--- src/rtl/cfs_pkg.sv ---
package cfs_pkg;

  // ------------------------------------------------------------
  // widths
  // ------------------------------------------------------------
  localparam int FLAG_W = 11;
  localparam int IPL_W  = 3;
  localparam int SP_W   = 16;
  localparam int ADDR_W = 4;
  localparam int DATA_W = 16;

  // ------------------------------------------------------------
  // field positions
  // ------------------------------------------------------------
  localparam int BIT_C    = 0;
  localparam int BIT_D    = 1;
  localparam int BIT_Z    = 2;
  localparam int BIT_S    = 3;
  localparam int BIT_B    = 4;
  localparam int BIT_O    = 5;
  localparam int BIT_I    = 6;
  localparam int BIT_U    = 7;
  localparam int BIT_IPL  = 8;
  localparam int BIT_RSVD = 11;

  // ------------------------------------------------------------
  // register offsets
  // ------------------------------------------------------------
  localparam logic [ADDR_W-1:0] OFF_FLAGS = 4'h0;
  localparam logic [ADDR_W-1:0] OFF_SAVED = 4'h1;
  localparam logic [ADDR_W-1:0] OFF_ISP   = 4'h2;
  localparam logic [ADDR_W-1:0] OFF_USP   = 4'h3;
  localparam logic [ADDR_W-1:0] OFF_STAT  = 4'h4;

  // ------------------------------------------------------------
  // reset values and constants
  // ------------------------------------------------------------
  localparam logic [FLAG_W-1:0] FLAGS_RST  = 11'h000;
  localparam logic [SP_W-1:0]   SP_RST     = 16'h0000;
  localparam logic [5:0]        TRAP_U_MAX = 6'h1f;

  // ------------------------------------------------------------
  // types
  // ------------------------------------------------------------
  typedef struct packed {
    logic             valid;
    logic [4:0]       mask;
    logic             carry;
    logic             zero;
    logic             sign;
    logic             ovf;
  } cfs_alu_t;

  typedef struct packed {
    logic             ack;
    logic             hw;
    logic [5:0]       num;
  } cfs_ack_t;

  typedef enum logic [2:0] {
    ST_RUN   = 3'b001,
    ST_SAVED = 3'b010,
    ST_RET   = 3'b100
  } cfs_state_t;

endpackage

--- src/rtl/cfs_prio_cmp.sv ---
`timescale 1ns/1ps
module cfs_prio_cmp (
  // request
  input  wire logic                     i_req,
  input  wire logic [cfs_pkg::IPL_W-1:0] i_req_prio,
  // current state
  input  wire logic                     i_ie,
  input  wire logic [cfs_pkg::IPL_W-1:0] i_ipl,
  // result
  output wire logic                     o_accept
);
  wire higher = (i_req_prio > i_ipl);
  assign o_accept = i_req & i_ie & higher;
endmodule

--- src/rtl/cfs_sp_bank.sv ---
`timescale 1ns/1ps
module cfs_sp_bank (
  // clock and reset
  input  wire logic                    i_sys_clk,
  input  wire logic                    i_rst_n,
  // write
  input  wire logic                    i_wr,
  input  wire logic                    i_sel,
  input  wire logic [cfs_pkg::SP_W-1:0] i_wdata,
  // read
  input  wire logic                    i_rsel,
  output logic      [cfs_pkg::SP_W-1:0] o_rdata
);
  // ------------------------------------------------------------
  // two stack pointers
  // ------------------------------------------------------------
  logic [cfs_pkg::SP_W-1:0] sp_reg [2];

  genvar g;
  generate
    for (g = 0; g < 2; g++)
    begin : g_sp
      always_ff @(posedge i_sys_clk or negedge i_rst_n)
      begin
        if (!i_rst_n)
          sp_reg[g] <= cfs_pkg::SP_RST;
        else if (i_wr && (i_sel == 1'(g)))
          sp_reg[g] <= i_wdata;
      end
    end
  endgenerate

  always_ff @(posedge i_sys_clk or negedge i_rst_n)
  begin
    if (!i_rst_n)
      o_rdata <= cfs_pkg::SP_RST;
    else
      o_rdata <= sp_reg[i_rsel];
  end
endmodule

--- src/rtl/cfs_status_reg.sv ---
// The implementer's own choices: the plain strobed port and the register offsets.
`timescale 1ns/1ps
module cfs_status_reg (
  // clock and reset
  input  wire logic                          i_sys_clk,
  input  wire logic                          i_rst_n,
  // register port
  input  wire logic [cfs_pkg::ADDR_W-1:0]    i_addr,
  input  wire logic [cfs_pkg::DATA_W-1:0]    i_wdata,
  input  wire logic                          i_wr,
  input  wire logic                          i_rd,
  output logic      [cfs_pkg::DATA_W-1:0]    o_rdata,
  // arithmetic unit
  input  wire cfs_pkg::cfs_alu_t             i_alu,
  // interrupt
  input  wire logic                          i_irq_req,
  input  wire logic [cfs_pkg::IPL_W-1:0]     i_irq_prio,
  input  wire cfs_pkg::cfs_ack_t             i_ack,
  input  wire logic                          i_ret,
  // stack pointer access
  input  wire logic                          i_sp_wr,
  input  wire logic [cfs_pkg::SP_W-1:0]      i_sp_wdata,
  // state outputs
  output logic      [cfs_pkg::FLAG_W-1:0]    o_flags,
  output logic                               o_bank,
  output logic                               o_irq_accept,
  output logic      [cfs_pkg::SP_W-1:0]      o_sp
);
  // ------------------------------------------------------------
  // state
  // ------------------------------------------------------------
  logic [cfs_pkg::FLAG_W-1:0] flags_reg;
  logic [cfs_pkg::FLAG_W-1:0] flags_next;
  logic [cfs_pkg::FLAG_W-1:0] saved_reg;
  cfs_pkg::cfs_state_t        state_reg;
  cfs_pkg::cfs_state_t        state_next;
  logic [cfs_pkg::DATA_W-1:0] rdata_next;
  logic [cfs_pkg::SP_W-1:0]   sp_rdata;

  // ------------------------------------------------------------
  // decode
  // ------------------------------------------------------------
  wire wr_flags = i_wr & (i_addr == cfs_pkg::OFF_FLAGS);
  wire wr_isp   = i_wr & (i_addr == cfs_pkg::OFF_ISP);
  wire wr_usp   = i_wr & (i_addr == cfs_pkg::OFF_USP);
  wire sp_u     = flags_reg[cfs_pkg::BIT_U];
  wire sp_wr    = i_sp_wr | wr_isp | wr_usp;
  wire sp_sel   = i_sp_wr ? sp_u : wr_usp;
  wire [cfs_pkg::SP_W-1:0] sp_wdata = i_sp_wr ? i_sp_wdata : i_wdata;
  wire rsel     = (i_rd && i_addr == cfs_pkg::OFF_ISP) ? 1'b0 :
                  (i_rd && i_addr == cfs_pkg::OFF_USP) ? 1'b1 : sp_u;
  wire ack_u_clr = i_ack.ack & (i_ack.hw | (i_ack.num <= cfs_pkg::TRAP_U_MAX));
  wire [cfs_pkg::IPL_W-1:0] processor_priority_level = flags_reg[cfs_pkg::BIT_IPL +: cfs_pkg::IPL_W];
  wire accept;

  // ------------------------------------------------------------
  // next flags
  // ------------------------------------------------------------
  always_comb
  begin
    flags_next = flags_reg;
    if (i_ret)
      flags_next = saved_reg;
    else if (wr_flags)
      flags_next = i_wdata[cfs_pkg::FLAG_W-1:0];
    else if (i_alu.valid)
    begin
      if (i_alu.mask[0])
        flags_next[cfs_pkg::BIT_C] = i_alu.carry;
      if (i_alu.mask[1])
        flags_next[cfs_pkg::BIT_Z] = i_alu.zero;
      if (i_alu.mask[2])
        flags_next[cfs_pkg::BIT_S] = i_alu.sign;
      if (i_alu.mask[3])
        flags_next[cfs_pkg::BIT_O] = i_alu.ovf;
    end
    if (i_ack.ack)
      flags_next[cfs_pkg::BIT_I] = 1'b0;
    if (ack_u_clr)
      flags_next[cfs_pkg::BIT_U] = 1'b0;
  end

  // ------------------------------------------------------------
  // save state
  // ------------------------------------------------------------
  always_comb
  begin
    case (state_reg)
      cfs_pkg::ST_RUN:   state_next = i_ack.ack ? cfs_pkg::ST_SAVED : cfs_pkg::ST_RUN;
      cfs_pkg::ST_SAVED: state_next = i_ret ? cfs_pkg::ST_RET : cfs_pkg::ST_SAVED;
      cfs_pkg::ST_RET:   state_next = i_ack.ack ? cfs_pkg::ST_SAVED : cfs_pkg::ST_RUN;
      default:           state_next = cfs_pkg::ST_RUN;
    endcase
  end

  // ------------------------------------------------------------
  // read mux
  // ------------------------------------------------------------
  always_comb
  begin
    rdata_next = '0;
    case (i_addr)
      cfs_pkg::OFF_FLAGS: rdata_next = {5'h00, flags_reg};
      cfs_pkg::OFF_SAVED: rdata_next = {5'h00, saved_reg};
      cfs_pkg::OFF_ISP:   rdata_next = '0;
      cfs_pkg::OFF_USP:   rdata_next = '0;
      cfs_pkg::OFF_STAT:  rdata_next = {13'h0000, state_reg};
      default:            rdata_next = '0;
    endcase
  end

  // ------------------------------------------------------------
  // registers
  // ------------------------------------------------------------
  always_ff @(posedge i_sys_clk or negedge i_rst_n)
  begin
    if (!i_rst_n)
    begin
      flags_reg <= cfs_pkg::FLAGS_RST;
      saved_reg <= cfs_pkg::FLAGS_RST;
      state_reg <= cfs_pkg::ST_RUN;
    end
    else
    begin
      flags_reg <= flags_next;
      state_reg <= state_next;
      if (i_ack.ack)
        saved_reg <= flags_reg;
    end
  end

  logic rd_sp_reg;
  logic [cfs_pkg::DATA_W-1:0] rd_reg;

  always_ff @(posedge i_sys_clk or negedge i_rst_n)
  begin
    if (!i_rst_n)
    begin
      rd_sp_reg    <= 1'b0;
      rd_reg       <= '0;
      o_irq_accept <= 1'b0;
    end
    else
    begin
      rd_sp_reg    <= i_rd & (i_addr == cfs_pkg::OFF_ISP || i_addr == cfs_pkg::OFF_USP);
      rd_reg       <= i_rd ? rdata_next : '0;
      o_irq_accept <= accept;
    end
  end

  // ------------------------------------------------------------
  // outputs
  // ------------------------------------------------------------
  assign o_flags = flags_reg;
  assign o_bank  = flags_reg[cfs_pkg::BIT_B];
  assign o_sp    = sp_rdata;
  assign o_rdata = rd_sp_reg ? sp_rdata : rd_reg;

  // ------------------------------------------------------------
  // children
  // ------------------------------------------------------------
  cfs_prio_cmp u_prio (
    .i_req      (i_irq_req),
    .i_req_prio (i_irq_prio),
    .i_ie       (flags_reg[cfs_pkg::BIT_I]),
    .i_ipl      (processor_priority_level),
    .o_accept   (accept)
  );

  cfs_sp_bank u_sp (
    .i_sys_clk (i_sys_clk),
    .i_rst_n   (i_rst_n),
    .i_wr      (sp_wr),
    .i_sel     (sp_sel),
    .i_wdata   (sp_wdata),
    .i_rsel    (rsel),
    .o_rdata   (sp_rdata)
  );
endmodule

--- config.mk ---
export PLATFORM = sky130hd
export DESIGN_NAME = cfs_status_reg
export DESIGN_NICKNAME = d
export VERILOG_FILES = /design/src/rtl/cfs_pkg.sv /design/src/rtl/cfs_prio_cmp.sv /design/src/rtl/cfs_sp_bank.sv /design/src/rtl/cfs_status_reg.sv
export SDC_FILE = /design/constraint.sdc
export NUM_CORES = 1
export LEC_CHECK = 0
export ABC_CLOCK_PERIOD_IN_PS = 4850
export BUFFER_PORTS_ARGS = -buffer_cell sky130_fd_sc_hd__buf_4
export CORE_MARGIN = 4
export CORE_UTILIZATION = 50
export CTS_BUF_LIST = sky130_fd_sc_hd__clkbuf_4
export CTS_CLUSTER_DIAMETER = 120
export CTS_CLUSTER_SIZE = 40
export DETAILED_ROUTE_END_ITERATION = 16
export GPL_TIMING_DRIVEN = 1
export HOLD_SLACK_MARGIN = 0.05
export PLACE_DENSITY = 0.81
export SLEW_MARGIN = 20
export SYNTH_ARGS = -nofsm -noshare
export SYNTH_HDL_FRONTEND = slang
export SYNTH_SLANG_ARGS = --single-unit
--- constraint.sdc ---
create_clock -name i_sys_clk -period 4.85 [get_ports i_sys_clk]
set_clock_uncertainty 0.1 [all_clocks]
set_input_delay 0.2425 -clock i_sys_clk [delete_from_list [all_inputs] [get_ports i_sys_clk]]
set_output_delay 0.2425 -clock i_sys_clk [all_outputs]
set_load 0.02 [all_outputs]
======== Word-level counts from Yosys, hierarchy flattened ========
Index checks and enable logic that the tools add are counted.
word-level totals
  register bits after elaboration ......... 91
  bits in latches ......................... 0
  memory bits (writable) .................. 0
  memory bits (read-only) ................. 0
  bits of input ports ..................... 64
  output and inout bits ................... 45
  word-level logic and storage cells ...... 85
  memories kept ........................... 0
operators by class
  add/subtract/negate cells ............... 0
  multipliers ............................. 0
  divide/modulo/power cells ............... 0
  order comparisons ....................... 3
  equal/unequal tests ..................... 7
  shifts and indexed selects .............. 0
  mux-type cells .......................... 29
  bitwise logic cells ..................... 12
  reductions and logical operators ........ 19
operator list
  cell                  count
  $mux W16              6
  $pmux W11 S3          1
  $reduce_bool A3 Y1    7
  $mux W1               15
  $mux W11              1
  $eq A4 B2 Y1 const B  2
  $reduce_and A2 Y1     4
  $and A1 B1 Y1         7
  $le A6 B5 Y1 const B  1
  $mux W2               3
  $pmux W3 S2           1
  $mux W5               1
  $eq A4 B1 Y1 const B  1
  $eq A4 B3 Y1 const B  1
  $logic_and A1 B1 Y1   4
  $logic_not A4 Y1      1
  $eq A3 B1 Y1 const B  1
  $eq A3 B2 Y1 const B  1
  $eq A3 B3 Y1 const B  1
  $gt A3 B3 Y1          1
  $mux W3               1
  $or A1 B1 Y1          3
  $ge A2 B2 Y1 const B  1
  $not A1 Y2            1
  other kinds (4)       4

======== Depth between registers and ports, before layout ========
  depth after elaboration ................. 8
  depth in mapped cells ................... 6
  mapped depth without buffers ............ 5

======== Hierarchy ========
Synthesis repeated with hierarchy kept, for this count alone.
unflattened totals
  cells, all modules ...................... 317
  area, all modules ....................... 4066.4 sq um
modules (own cells, without submodules)
  module          times used  cells an instance  area an instance (sq um)
  cfs_status_reg  1           204                2149.6
  cfs_sp_bank     1           103                1840.5
  cfs_prio_cmp    1           10                 76.3

======== Worst setup path after synthesis ========
OpenSTA, ideal clock, no wires.
  path type ............................... in2reg
  start point ............................. in i_addr[1] (netlist name)
  end point ............................... reg flags_reg (netlist bit o_flags[6])
  arrival time ............................ 1.488 ns
  data required time ...................... 4.624 ns
  path slack .............................. 3.136 ns
  stages .................................. 5
  path buffers ............................ 2
  cells stage by stage .................... buf_6 -> or4_1 -> buf_2 -> or4_1 -> o311a_1
between the ends
  cells in the longest elaborated chain, start to end .. 3
ends and longest elaborated chain
  item                          RTL line               RTL
  start: declaration            cfs_status_reg.sv:8    input wire logic [cfs_pkg::ADDR_W-1:0] i_addr,
  $logic_not A4 Y1              cfs_status_reg.sv:43   wire wr_flags = i_wr & (i_addr == cfs_pkg::OFF_FLAGS);
  $and A1 B1 Y1                 cfs_status_reg.sv:43
  $reduce_bool A3 Y1 (no line)  n/a
  end signal: assignment        cfs_status_reg.sv:119  flags_reg <= cfs_pkg::FLAGS_RST;
  end signal: assignment        cfs_status_reg.sv:125  flags_reg <= flags_next;
  end: declaration              cfs_status_reg.sv:32   logic [cfs_pkg::FLAG_W-1:0] flags_reg;
No other way between the ends.
A chain may end at the register's enable or synchronous reset.

======== Worst setup path in the final report ========
  start point ............................. reg flags_reg (netlist bit o_flags[7])
  end point ............................... reg u_sp.sp_reg[19] (netlist name)
between the ends
  cells in the longest elaborated chain, start to end .. 3
ends and longest elaborated chain
  item                            RTL line              RTL
  $mux W1                         cfs_status_reg.sv:48  wire sp_sel = i_sp_wr ? sp_u : wr_usp;
  $not A1 Y1                      cfs_sp_bank.sv:27     else if (i_wr && (i_sel == 1'(g)))
  $logic_and A1 B1 Y1             cfs_sp_bank.sv:27
  end signal: indexed assignment  cfs_sp_bank.sv:26     sp_reg[g] <= cfs_pkg::SP_RST;
  end signal: indexed assignment  cfs_sp_bank.sv:28     sp_reg[g] <= i_wdata;
  end: declaration                cfs_sp_bank.sv:17     logic [cfs_pkg::SP_W-1:0] sp_reg [2];
No other way between the ends.

==> impl_metrics.env <==
export IMPL_path_max_fanout=16
export IMPL_yosysMostFrequentCell="dfrtp_1"
export IMPL_synth_avg_cell_area_sq_um=11.9
export IMPL_combinationalPowerShare_pct=26.3
export IMPL_intPower_uw=1330
export IMPL_hold_violations=0
export IMPL_cts_made_buffers=9
export IMPL_pwr_share_seq_pct=49.8
export IMPL_first_global_vias=3373
export IMPL_n_antenna_cell=0
export IMPL_drtPass1Iterations=4
export IMPL_dp_hpwl_microns=7590
export IMPL_cap_violations=0
export IMPL_antenna_found_initial=0
export IMPL_power_switching_uw=597
export IMPL_drt_wirelength_per_cell_microns=19.1
export IMPL_synth_area_leader_cell="dfrtp_1"
export IMPL_clk_latency_ns=0.42
export IMPL_slew_viol_final=0
export IMPL_nFillCells=583
export IMPL_yosysWarnings=0
export IMPL_grt_pass1_wl_microns=17400
export IMPL_fp_dieH_microns=99.1
export IMPL_ys_seq_area_share_pct=51.9
export IMPL_fin_crit_ns=2.44
export IMPL_fmax_mhz=411
export IMPL_grt_usage_pct=22.6
export IMPL_arrival_ns=2.71
export IMPL_synth_area_sq_mm=0.00415
export IMPL_die_w_microns=99.1
export IMPL_placedCellCount=530
export IMPL_largest_reg_flops=32
export IMPL_finalNonFillerCells=572
export IMPL_clk_path_buf_depth=2
export IMPL_p_per_area_mw_per_mm2=361
export IMPL_synthArstFlopShare_pct=100
export IMPL_cts_root_buf="clkbuf_4"
export IMPL_setup_viol=0
export IMPL_initial_core_util_pct=52.6
export IMPL_overflow=0
export IMPL_synth_top_area_share_pct=51.3
export IMPL_grt_max_degree=87
export IMPL_place_congestion=0.864
export IMPL_cp_required_ns=5.13
export IMPL_hold_path_class="input pin to register"
export IMPL_ys_ff_latch=86
export IMPL_clock_sinks=86
export IMPL_drive_gt1_share_pct=43.2
export IMPL_tightest_slew_ns=0.885
export IMPL_setup_tns_ns=0
export IMPL_clkTransAtPathRegs_ns=0.14
export IMPL_synthDistinctLibCells=45
export IMPL_drt_wl_total_microns=10900
export IMPL_fin_nets=532
export IMPL_vias=3364
export IMPL_period_share_pct=50.2
export IMPL_ys_top_cells_by_count="dfrtp_1, mux2_2, o221a_2"
export IMPL_seq_area_sq_mm=0.00215
export IMPL_htreeDepth=3
export IMPL_crit_type="register to register"
export IMPL_ctsResizeCount=0
export IMPL_ant_nets=0
export IMPL_ys_flop_type="dfrtp_1"
export IMPL_grt_setup_unrepaired="no"
export IMPL_design_core_area_sq_mm=0.00789
export IMPL_synth_edf_count=0
export IMPL_worst_setup_path_end_kind="register"
export IMPL_yosys_top_cells_area="dfrtp_1, mux2_2, o221a_2"
export IMPL_cts_tree="built"
export IMPL_ir_worst_vdd_v=0.000164
export IMPL_ios=109
export IMPL_p_sw_share_pct=30.9
export IMPL_p_leak_uw=0.00236
export IMPL_timing_slew_headroom_pct=40.8
export IMPL_drc=0
export IMPL_rows=32
export IMPL_clkPwrFrac_pct=23.9
export IMPL_area_growth_pct=29.0
export IMPL_dieArea_sq_mm=0.00982
export IMPL_start_kind="register"
export IMPL_via_per_inst=5.88
export IMPL_drt_first_iter_violations=206
export IMPL_status="complete, no violations"
export IMPL_synth_nets=416
export IMPL_synth_cells=349
export IMPL_multi_input_area_sq_mm=0.00182
export IMPL_io_buffers=102
final cells by class:
type,instances,share of cell area [%]
flip-flops and latches,86,40.2
multi-input cells,227,34.0
repair buffers,130,19.5
well taps,102,2.38
clock inverters,7,1.80
clock buffers,9,1.26
inverters,11,0.772
repair_timing:
action,CTS,global route
hold buffers,25,1
endpoints found under the hold margin,123,1
setup buffers,0,0
setup endpoints to repair,0,0
power by group through the flow:
stage                     clock network (uW)  logic [uW]  registers, uW
after floorplan                            0         239           1000
after global placement                     0         475            963
after detailed placement                   0         490            973
after CTS                                468         511            958
after global routing                     496         549            978
final                                    462         508            961
path summary, 6_finish.rpt:
path	from	endpoint	slack, ns	cells after the start
max reg2reg	o_flags[7]$_DFFE_PN0P_	u_sp.sp_reg[19]$_DFFE_PN0P_	2.41	5
min	i_sp_wdata[10]	u_sp.sp_reg[10]$_DFFE_PN0P_	0.06	3
max	o_flags[7]$_DFFE_PN0P_	u_sp.sp_reg[19]$_DFFE_PN0P_	2.41	5
min reg2reg	saved_reg[0]$_DFFE_PN0P_	o_flags[0]$_DFFE_PN0P_	0.42	2
min in group asynchronous	i_rst_n	u_sp.sp_reg[11]$_DFFE_PN0P_	0.33	2
max in group asynchronous	i_rst_n	saved_reg[0]$_DFFE_PN0P_	3.80	2
logic make-up (layout without fill, tap and decap cells):
| group | Yosys count | in the layout | share of synthesized area, % |
|---|---|---|---|
| AO/OA/AOI/OAI | 76 | 76 | 16.3 |
| buffers and inverters | 36 | 157 | 4.34 |
| multiplexers | 38 | 38 | 10.6 |
| AND/OR/NAND/NOR | 110 | 110 | 15.9 |
| adder cells (fa/ha/maj) | 3 | 3 | 0.905 |
| flip-flops | 86 | 86 | 51.9 |
cells in the final DEF (no fill, tap or decap), types with 9 or more instances in the layout:
cell type	Yosys	final
mux2_2	37	37
dfrtp_1	85	85
o221a_2	24	24
nand2b_1	17	17
buf_4	4	103
inv_1	11	11
clkbuf_4	0	9
or2_2	11	11
dlygate4sd3_1	0	26
nor2_1	10	10
nand2_1	23	23
per-stage QoR:
step                power, uW  worst slack (ns)  hold slack, ns  area (sq um)  utilization, %
floorplan                1240              3.14          -0.153          4150               -
global placement         1440              2.80           0.370          4920            62.4
detailed placement       1460              2.76           0.387          4920            62.4
CTS                      1940              2.41          0.0513          5340            67.7
global route             2020              2.28          0.0584          5350            67.8
finish                   1930              2.41          0.0620          5350            67.8
critical path, cell delays in order (launching register included):
cell and delay, ns:
dfrtp_1 0.53, nor2b_1 0.17, buf_4 0.25, a21o_1 0.49, o221a_2 0.30, dlygate4sd3_1 0.54
layer usage:
metal / wire (microns) / up-vias / GRT usage, %
met2: 5290 / 146 / 36.6
met4: 187 / 0 / 7.46
met5: 0 / - / 0
li1: - / 1529 / -
met3: 807 / 21 / 4.03
met1: 4660 / 1668 / 30.8
Power figures use the tool's default switching activity.
